File: src/hdl/mrmc_pkg.sv
// Function
// - Ten byte-wide registers, seven write-only, three read-only, on the processor bus.
// - Write-only registers configure the modem; read-only registers report its status.
// - All four address lines select a register on every access.
// - Address bit 3 low selects the self-running modem register set.
// - Address bit 3 high selects the processor-timed transceiver register set.
// - Address 7 holds nothing; valid addresses are 0-6 and 8-A.
// - A bit is asserted when one and negated when zero.
// - Carrier detect asserts 40 to 205 ms after valid carrier appears.
// - Carrier detect releases in 17+-7 ms for FSK/PSK, 40-65 ms for QAM.
// - Voice-jack setting lowers every transmit level by 5.5 dB.
// - The 1800 Hz guard tone is added only in high-band transmission.
// - Receive uses high-band filter when originating, low-band when answering.
// - Self test loops transmit back to receive through the 3600 Hz mixer.
package mrmc_pkg;
    // ----------------------------------------
    // Timing
    // ----------------------------------------
    localparam int unsigned CLK_HZ = 20_000_000;
    localparam int unsigned MS_PER_S = 1000;
    localparam int unsigned MS_CYCLES = CLK_HZ / MS_PER_S;
    localparam int unsigned TICK_W = 16;
    localparam int unsigned CD_ACQ_MIN_MS = 40;
    localparam int unsigned CD_REL_PSK_MS = 17;
    localparam int unsigned CD_REL_QAM_MIN_MS = 40;
    // One extra tick covers the unknown phase of the first tick
    localparam logic [7:0] CD_ACQ_TICKS = 8'(CD_ACQ_MIN_MS + 1);
    localparam logic [7:0] CD_REL_PSK_TICKS = 8'(CD_REL_PSK_MS);
    localparam logic [7:0] CD_REL_QAM_TICKS = 8'(CD_REL_QAM_MIN_MS + 1);
    // ----------------------------------------
    // Addresses
    // ----------------------------------------
    localparam logic [3:0] ADDR_LINE_CTRL = 4'h0;
    localparam logic [3:0] ADDR_CUST_CTRL = 4'h1;
    localparam logic [3:0] ADDR_MODEM_STAT = 4'h2;
    localparam logic [3:0] ADDR_RELAY_STAT = 4'h3;
    localparam logic [3:0] ADDR_ASYNC_OPT = 4'h4;
    localparam logic [3:0] ADDR_INTL_OPT = 4'h5;
    localparam logic [3:0] ADDR_CLAMP_TEST = 4'h6;
    localparam logic [3:0] ADDR_UNUSED = 4'h7;
    localparam logic [3:0] ADDR_XCVR_CTRL1 = 4'h8;
    localparam logic [3:0] ADDR_XCVR_CTRL2 = 4'h9;
    localparam logic [3:0] ADDR_XCVR_STAT = 4'hA;
    localparam int unsigned BANK_BIT = 3;
    // ----------------------------------------
    // Fields and reset values
    // ----------------------------------------
    localparam int unsigned CC_VOICE_BIT = 5;
    localparam int unsigned CC_ORIG_BIT = 4;
    localparam int unsigned CC_ALOOP_BIT = 2;
    localparam int unsigned IDO_GUARD_BIT = 5;
    localparam int unsigned TC1_ORIG_BIT = 3;
    localparam int unsigned TC1_GUARD_BIT = 0;
    localparam int unsigned RLS_CARRIER_BIT = 3;
    localparam logic [7:0] REG_RESET = 8'h00;
    localparam logic [15:0] PINS_IDLE = 16'hE000;

    typedef struct packed {
        logic [7:0] line_and_phone_control;
        logic [7:0] customer_control;
        logic [7:0] async_handshake_options;
        logic [7:0] intl_disconnect_options;
        logic [7:0] data_clamp_and_test;
        logic [7:0] transceiver_control_one;
        logic [7:0] transceiver_control_two;
    } mrmc_regs_type;

    typedef struct packed {
        logic [7:0] modem_status;
        logic [7:0] relay_lamp_status;
        logic [7:0] transceiver_status;
    } mrmc_stat_type;

    typedef struct packed {
        logic voice_jack;
        logic tx_high_band;
        logic rx_high_band;
        logic guard_tone;
        logic loop_mixer;
    } mrmc_analog_type;

    typedef struct packed {
        logic cs_n;
        logic rd_n;
        logic wr_n;
        logic [3:0] addr;
        logic [7:0] data;
        logic energy;
    } mrmc_pins_type;
endpackage

File: src/hdl/mrmc_sync3.sv
`timescale 1ns/1ns
module mrmc_sync3 #(
    parameter int unsigned W = 16,
    parameter logic [W-1:0] IDLE = '0
) (
    // Clock and reset
    input wire logic clk,
    input wire logic rstn,
    // Raw and settled inputs
    input wire logic [W-1:0] din,
    output logic [W-1:0] dout
);
    typedef struct packed {
        logic [W-1:0] s1;
        logic [W-1:0] s2;
        logic [W-1:0] s3;
        logic [W-1:0] q;
    } mrmc_sync_state_type;

    mrmc_sync_state_type st;
    mrmc_sync_state_type next_st;

    always_comb begin
        next_st = st;
        next_st.s1 = din;
        next_st.s2 = st.s1;
        next_st.s3 = st.s2;
        // A bit changes once stages two and three agree
        for (int i = 0; i < W; i++) begin
            if (st.s2[i] == st.s3[i]) begin
                next_st.q[i] = st.s3[i];
            end
        end
    end

    always_ff @(posedge clk or negedge rstn) begin
        if (!rstn) begin
            st <= {IDLE, IDLE, IDLE, IDLE};
        end else begin
            st <= next_st;
        end
    end

    assign dout = st.q;
endmodule // mrmc_sync3

File: src/hdl/mrmc_cd_timer.sv
`timescale 1ns/1ns
module mrmc_cd_timer (
    // Clock and reset
    input wire logic clk,
    input wire logic rstn,
    // Millisecond tick and line state
    input wire logic tick,
    input wire logic energy,
    input wire logic qam,
    // Carrier detected
    output logic detect
);
    typedef struct packed {
        logic detect;
        logic [7:0] cnt;
    } mrmc_cd_state_type;

    mrmc_cd_state_type st;
    mrmc_cd_state_type next_st;
    logic [7:0] target;

    always_comb begin
        next_st = st;
        target = mrmc_pkg::CD_ACQ_TICKS;
        if (st.detect) begin
            target = qam ? mrmc_pkg::CD_REL_QAM_TICKS : mrmc_pkg::CD_REL_PSK_TICKS;
        end
        if (energy == st.detect) begin
            next_st.cnt = 8'h00;
        end else if (tick) begin
            if (st.cnt + 8'h01 >= target) begin
                next_st.detect = energy;
                next_st.cnt = 8'h00;
            end else begin
                next_st.cnt = st.cnt + 8'h01;
            end
        end
    end

    always_ff @(posedge clk or negedge rstn) begin
        if (!rstn) begin
            st <= '0;
        end else begin
            st <= next_st;
        end
    end

    assign detect = st.detect;
endmodule // mrmc_cd_timer

File: src/hdl/mrmc_top.sv
`timescale 1ns/1ns
module mrmc_top #(
    parameter logic [15:0] MS_CYCLES = 16'(mrmc_pkg::MS_CYCLES)
) (
    // Clock and reset
    input wire logic clk,
    input wire logic rstn,
    // Processor bus pins
    input wire logic bus_cs_n,
    input wire logic bus_rd_n,
    input wire logic bus_wr_n,
    input wire logic [3:0] bus_addr,
    input wire logic [7:0] bus_data_in,
    output logic [7:0] bus_data_out,
    output logic bus_data_oe,
    // Receive side
    input wire logic carrier_energy,
    input wire logic rx_qam,
    input wire mrmc_pkg::mrmc_stat_type status_in,
    // Controls to the modem core
    output mrmc_pkg::mrmc_regs_type ctrl_regs,
    output mrmc_pkg::mrmc_analog_type analog_ctrl,
    output logic carrier_detect
);

    // ----------------------------------------
    // State
    // ----------------------------------------
    typedef struct packed {
        mrmc_pkg::mrmc_regs_type regs;
        logic xcvr_mode;
        logic wr_prev;
        logic [7:0] rd_data;
        logic rd_oe;
        logic [15:0] tick_cnt;
        logic tick;
        mrmc_pkg::mrmc_analog_type analog;
    } mrmc_top_state_type;

    mrmc_top_state_type st;
    mrmc_top_state_type next_st;

    // ----------------------------------------
    // Reset release
    // ----------------------------------------
    logic [1:0] rst_pipe;
    logic rstn_sync;

    always_ff @(posedge clk or negedge rstn) begin
        if (!rstn) begin
            rst_pipe <= 2'h0;
        end else begin
            rst_pipe <= {rst_pipe[0], 1'b1};
        end
    end

    assign rstn_sync = rst_pipe[1];

    // ----------------------------------------
    // Pin synchronisers
    // ----------------------------------------
    mrmc_pkg::mrmc_pins_type raw_pins;
    mrmc_pkg::mrmc_pins_type pins;

    assign raw_pins = '{
        cs_n: bus_cs_n,
        rd_n: bus_rd_n,
        wr_n: bus_wr_n,
        addr: bus_addr,
        data: bus_data_in,
        energy: carrier_energy
    };

    mrmc_sync3 #(
        .W(16),
        .IDLE(mrmc_pkg::PINS_IDLE)
    ) u_sync (
        .clk(clk),
        .rstn(rstn_sync),
        .din(raw_pins),
        .dout(pins)
    );

    // ----------------------------------------
    // Carrier detect timing
    // ----------------------------------------
    logic cd_detect;

    mrmc_cd_timer u_cd (
        .clk(clk),
        .rstn(rstn_sync),
        .tick(st.tick),
        .energy(pins.energy),
        .qam(rx_qam),
        .detect(cd_detect)
    );

    // ----------------------------------------
    // Bus decode
    // ----------------------------------------
    logic wr_act;
    logic rd_act;
    logic wr_edge;
    logic addr_writable;
    logic addr_readable;
    logic orig_sel;
    logic guard_sel;

    assign wr_act = !pins.cs_n && !pins.wr_n;
    assign rd_act = !pins.cs_n && !pins.rd_n;
    assign wr_edge = wr_act && !st.wr_prev;

    // Full four-bit match, so no aliasing between banks
    always_comb begin
        addr_writable = 1'b0;
        addr_readable = 1'b0;
        case (pins.addr)
            mrmc_pkg::ADDR_LINE_CTRL,
            mrmc_pkg::ADDR_CUST_CTRL,
            mrmc_pkg::ADDR_ASYNC_OPT,
            mrmc_pkg::ADDR_INTL_OPT,
            mrmc_pkg::ADDR_CLAMP_TEST,
            mrmc_pkg::ADDR_XCVR_CTRL1,
            mrmc_pkg::ADDR_XCVR_CTRL2: begin
                addr_writable = 1'b1;
            end
            mrmc_pkg::ADDR_MODEM_STAT,
            mrmc_pkg::ADDR_RELAY_STAT,
            mrmc_pkg::ADDR_XCVR_STAT: begin
                addr_readable = 1'b1;
            end
            default: begin
                addr_writable = 1'b0;
                addr_readable = 1'b0;
            end
        endcase
    end

    // Bank in use follows the last register written
    assign orig_sel = st.xcvr_mode
        ? st.regs.transceiver_control_one[mrmc_pkg::TC1_ORIG_BIT]
        : st.regs.customer_control[mrmc_pkg::CC_ORIG_BIT];
    assign guard_sel = st.xcvr_mode
        ? st.regs.transceiver_control_one[mrmc_pkg::TC1_GUARD_BIT]
        : st.regs.intl_disconnect_options[mrmc_pkg::IDO_GUARD_BIT];

    // ----------------------------------------
    // Next state
    // ----------------------------------------
    always_comb begin
        next_st = st;
        next_st.wr_prev = wr_act;
        // Millisecond enable
        next_st.tick = 1'b0;
        if (st.tick_cnt >= MS_CYCLES - 16'h0001) begin
            next_st.tick_cnt = 16'h0000;
            next_st.tick = 1'b1;
        end else begin
            next_st.tick_cnt = st.tick_cnt + 16'h0001;
        end
        // Register writes, once per strobe
        if (wr_edge && addr_writable) begin
            next_st.xcvr_mode = pins.addr[mrmc_pkg::BANK_BIT];
            case (pins.addr)
                mrmc_pkg::ADDR_LINE_CTRL: begin
                    next_st.regs.line_and_phone_control = pins.data;
                end
                mrmc_pkg::ADDR_CUST_CTRL: begin
                    next_st.regs.customer_control = pins.data;
                end
                mrmc_pkg::ADDR_ASYNC_OPT: begin
                    next_st.regs.async_handshake_options = pins.data;
                end
                mrmc_pkg::ADDR_INTL_OPT: begin
                    next_st.regs.intl_disconnect_options = pins.data;
                end
                mrmc_pkg::ADDR_CLAMP_TEST: begin
                    next_st.regs.data_clamp_and_test = pins.data;
                end
                mrmc_pkg::ADDR_XCVR_CTRL1: begin
                    next_st.regs.transceiver_control_one = pins.data;
                end
                mrmc_pkg::ADDR_XCVR_CTRL2: begin
                    next_st.regs.transceiver_control_two = pins.data;
                end
                default: begin
                    next_st.regs = st.regs;
                end
            endcase
        end
        // Status reads; other addresses leave the bus undriven
        next_st.rd_oe = rd_act && addr_readable;
        next_st.rd_data = st.rd_data;
        if (rd_act) begin
            case (pins.addr)
                mrmc_pkg::ADDR_MODEM_STAT: begin
                    next_st.rd_data = status_in.modem_status;
                end
                mrmc_pkg::ADDR_RELAY_STAT: begin
                    next_st.rd_data = status_in.relay_lamp_status;
                    next_st.rd_data[mrmc_pkg::RLS_CARRIER_BIT] = cd_detect;
                end
                mrmc_pkg::ADDR_XCVR_STAT: begin
                    next_st.rd_data = status_in.transceiver_status;
                end
                default: begin
                    next_st.rd_data = st.rd_data;
                end
            endcase
        end
        // Analog selections
        next_st.analog.voice_jack = st.regs.customer_control[mrmc_pkg::CC_VOICE_BIT];
        next_st.analog.rx_high_band = orig_sel;
        next_st.analog.tx_high_band = !orig_sel;
        next_st.analog.guard_tone = guard_sel && !orig_sel;
        next_st.analog.loop_mixer = st.regs.customer_control[mrmc_pkg::CC_ALOOP_BIT];
    end

    // ----------------------------------------
    // Registers
    // ----------------------------------------
    always_ff @(posedge clk or negedge rstn_sync) begin
        if (!rstn_sync) begin
            st.regs <= '{default: mrmc_pkg::REG_RESET};
            st.xcvr_mode <= 1'b0;
            st.wr_prev <= 1'b0;
            st.rd_data <= 8'h00;
            st.rd_oe <= 1'b0;
            st.tick_cnt <= 16'h0000;
            st.tick <= 1'b0;
            st.analog <= '0;
        end else begin
            st <= next_st;
        end
    end

    assign bus_data_out = st.rd_data;
    assign bus_data_oe = st.rd_oe;
    assign ctrl_regs = st.regs;
    assign analog_ctrl = st.analog;
    assign carrier_detect = cd_detect;
endmodule // mrmc_top

File: config.mk
export PLATFORM = sky130hd
export DESIGN_NAME = mrmc_top
export DESIGN_NICKNAME = d
export VERILOG_FILES = /design/src/hdl/mrmc_pkg.sv /design/src/hdl/mrmc_sync3.sv /design/src/hdl/mrmc_cd_timer.sv /design/src/hdl/mrmc_top.sv
export SDC_FILE = /design/constraint.sdc
export NUM_CORES = 1
export LEC_CHECK = 0
export ABC_AREA = 1
export ABC_CLOCK_PERIOD_IN_PS = 5300
export BUFFER_PORTS_ARGS = -buffer_cell sky130_fd_sc_hd__buf_2
export CORE_MARGIN = 5
export CORE_UTILIZATION = 45
export CTS_BUF_LIST = sky130_fd_sc_hd__clkbuf_4
export CTS_CLUSTER_SIZE = 25
export DETAILED_ROUTE_END_ITERATION = 10
export GPL_ROUTABILITY_DRIVEN = 0
export PLACE_DENSITY = 0.66
export SLEW_MARGIN = 5
export SYNTH_ARGS = -nofsm -noshare
export SYNTH_HDL_FRONTEND = slang
export SYNTH_SLANG_ARGS = --single-unit
export TNS_END_PERCENT = 1
File: constraint.sdc
create_clock -name clk -period 5.3 [get_ports clk]
set_clock_uncertainty 0.05 [all_clocks]
set_input_delay 0.53 -clock clk [delete_from_list [all_inputs] [get_ports clk]]
set_output_delay 0.53 -clock clk [all_outputs]
set_load 0.01 [all_outputs]
==> run_results.csv <==
group,metric,value,unit
cts,cts_buffers,17,
logic_synthesis,ys_seq_elements,164,
worst_setup_path,cp_common_cell,"nor2_1",
floorplanning,initial_core_util,45.69,%
floorplanning,core,14420,sq um
floorplanning,die_area,17160,sq um
finish,fin_nets,740,
logic_synthesis,syn_nets,670,
pwr,p_switching,0.9048,mW
floorplanning,num_rows,44,
cts,post_cts_resized,0,
cts,clk_latency,530,ps
cts,htreeDepth,4,
global_routing,track_usage,14.88,%
sta,period_needed,2476,ps
detailed_routing,vias,4220,
sta,drv_slew,0,
finish,fin_area,7247,sq um
detailed_routing,drt-pass1-iter-count,4,
detailed_routing,drtAntennaViolNets,0,
logic_synthesis,synth_top_area_share,57.72,%
sta,fmax,403.8,MHz
worst_setup_path,cp_max_fo,16,
logic_synthesis,synth_area_per_cell,10.63,sq um
pwr,seqPwrFrac,56.1,%
global_routing,gr-total-overflow,0,
sta,grt_setup_unrepaired,"false",
pwr,peakVddDrop,0.1562,mV
finish,antenna_cells,0,
finish,fill_cells,1285,
detailed_routing,drc,0,
global_routing,grt_pass1_wl,19930,microns
detailed_routing,drt_iter0_drc,192,
detailed_routing,vias_per_cell,4.758,
sta,max_slew_margin,31.17,%
detailed_routing,drt-total-wl,12070,microns
placed_design,dpl_cell_area,6805,sq um
sta,hold_violations,0,
pwr,power,2.847,mW
sta,fin_setup_tns,0,ps
run,drv_cap,0,
pwr,power.internal,1.942,mW
detailed_routing,wl_per_cell,13.61,microns
floorplanning,chipWidth,131.0,microns
sta,holdWs,225.7,ps
pwr,p_leak,3.526,nW
logic_synthesis,syn_inst,620,
worst_setup_path,crit_path_end_kind,"flip-flop",
hold_path,hold_class,"primary input to async pin",
sta,setup-violations-final,0,
global_routing,grt_pass1_vias,4210,
finish,drive_gt1_share,23.47,%
logic_synthesis,syn_area,6590,sq um
worst_setup_path,critPathRequiredTime,5720,ps
worst_setup_path,crit_arrival,2890,ps
pwr,comb_power_share,19.7,%
cts,path_clk_slew,140,ps
logic_synthesis,yosysTopAreaCell,"dfrtp_1",
floorplanning,die_h,131.0,microns
finish,area_growth,9.968,%
logic_synthesis,seq_area_frac_synth,62.50,%
cts,cts_tree,"yes",
pwr,p_per_area,392.8,nW/um^2
floorplanning,io_pins,114,
logic_synthesis,synth.area.top_cells,"dfrtp_1 (58%), buf_4 (8.0%), nand2_1 (6.4%)",
sta,worstMarginPinSlew,1033,ps
pwr,clkPwrFrac,24.2,%
worst_setup_path,max_stage_delay,820,ps
logic_synthesis,yosysUniqueCellTypes,31,
worst_setup_path,slowest_stage,"nor2_1",
cts,cts.sinks,164,
global_routing,antenna_found_initial,0,
cts,post-cts-setup-buffers,0,
cts,cts_buffer_depth,2,
pwr,p_sw_share,31.78,%
status,status,"finished clean",
global_routing,grt_start_max_net_pins,85,
placed_design,portBuffers,112,
logic_synthesis,yosysWarnings,0,
placed_design,dpl.hpwl,8865,microns
cts,ctsRootBufferMaster,"clkbuf_4",
worst_setup_path,crit_path_start_kind,"flip-flop",
sta,period_share,46.72,%
worst_setup_path,path_class,"flip-flop to flip-flop",
worst_setup_path,crit_chain,"nor2_1, nand3_1, nor2_1, nor2_1, a21oi_1",
synthesized netlist by cell type:
master and n:
buf_4 70, nor3_4 1, dfrtp_1 152, maj3_1 16, nor4_1 3, nor3_1 3
nor2_4 1, inv_1 46, nand2_2 1, clkbuf_8 1, nor2_1 60, nand4_1 16
o22ai_1 1, nand2_1 112, dfstp_2 12, nor4_4 1, xnor2_1 3, buf_2 8
a41oi_1 8, a21oi_1 20, nor2_2 1, a31oi_1 1, o21ai_0 46, or2_2 2
o31ai_1 1, ha_1 7, buf_6 2, conb_1 2, o21ai_1 2, nand3_1 14
xor2_1 7
repair_timing:
action / 4_1_cts / 5_1_grt
hold buffers: 17 / 0
endpoints found under the setup margin: 0 / 0
endpoints found under the hold margin: 18 / 0
worst paths after layout:
check / startpoint / to / slack, ps / depth (start not counted)
worst max-delay path: u_sync.dout[12]$_DFFE_PN0N_ / ctrl_regs[54]$_DFFE_PN0P_ / 2820 / 5
worst min-delay path: rstn / rst_pipe[1]$_DFF_PN0_ / 230 / 2
worst max register to register: u_sync.dout[12]$_DFFE_PN0N_ / ctrl_regs[54]$_DFFE_PN0P_ / 2820 / 5
worst min register to register: u_sync.next_st[41]$_DFF_PN0_ / u_sync.next_st[25]$_DFF_PN0_ / 310 / 0
max in group asynchronous: rst_pipe[1]$_DFF_PN0_ / st[31]$_DFF_PN0_ / 3440 / 1
min in group clk: status_in[16] / bus_data_out[0]$_DFFE_PN0P_ / 230 / 3
worst max-delay path: cells and delay by family, from the launching register on:
kind            cells  cell delay, ps
compound gates      1             160
flops               1             480
simple gates        4            1720
registers in the layout (all words and copies together) (netlist names):
signal / cells
analog_ctrl: 5
bus_data_oe: 1
bus_data_out: 8
ctrl_regs: 56
rst_pipe: 2
st: 19
u_cd.detect: 1
u_cd.st: 8
u_sync.dout: 16
u_sync.next_st: 32
u_sync.st: 16
power by group through the flow:
stage	Combinational, mW	Sequential [mW]	Clock, mW
after floorplan	0.534	1.59	0
after global placement	0.546	1.61	0
after detailed placement	0.566	1.63	0
after CTS	0.576	1.60	0.726
after global routing	0.637	1.63	0.780
final	0.562	1.60	0.689
metrics by stage:
stage                     worst slack, ps  instances  utilization (%)
after floorplan                     362.9        620                -
after global placement               2813        838            47.18
after detailed placement             2781        838            47.18
after CTS                            2776        887            50.24
after global routing                 2557        887            50.24
final                                2824        887            50.24
metal layers:
metal | track usage [%] | wire [microns]
met1 | 19.55 | 5207
met4 | 6.715 | 326
met2 | 23.51 | 5796
met5 | 0 | 0
met3 | 3.577 | 741
layout by cell type (no fill, tap or decap), types with 2 or more instances in the layout:
cell type,n
a21oi_1,20
a41oi_1,8
buf_2,112
buf_4,3
clkbuf_4,17
clkinv_1,2
clkinv_4,2
clkinvlp_4,2
conb_1,2
dfrtp_1,151
dfstp_2,12
dlygate4sd3_1,17
ha_1,7
inv_1,46
inv_6,4
inv_8,3
maj3_1,16
nand2_1,112
nand3_1,14
nand4_1,16
nor2_1,60
nor3_1,3
nor4_1,3
o21ai_0,46
o21ai_1,2
or2_2,2
xnor2_1,3
xor2_1,7
kinds of logic (layout without fill, tap and decap cells):
family | Yosys count | after routing | synth area share [%]
simple gates | 215 | 215 | 14.01
fa+ha+maj | 23 | 23 | 3.759
other cells | 2 | 2 | 0.1140
flops | 164 | 164 | 62.50
buf+inv | 127 | 210 | 11.75
compound gates | 79 | 79 | 6.531
xor+xnor | 10 | 10 | 1.329
area by class of cell:
type	instances	area, sq um	area share, %
Timing Repair Buffer	132	753.2	10.39
Sequential cell	164	4123	56.89
Multi-Input combinational cell	329	1697	23.41
Inverter	46	172.7	2.383
Tap cell	184	230.2	3.177
Clock inverter	15	143.9	1.985
Clock buffer	17	127.6	1.761
Power figures use the tool's default switching activity.
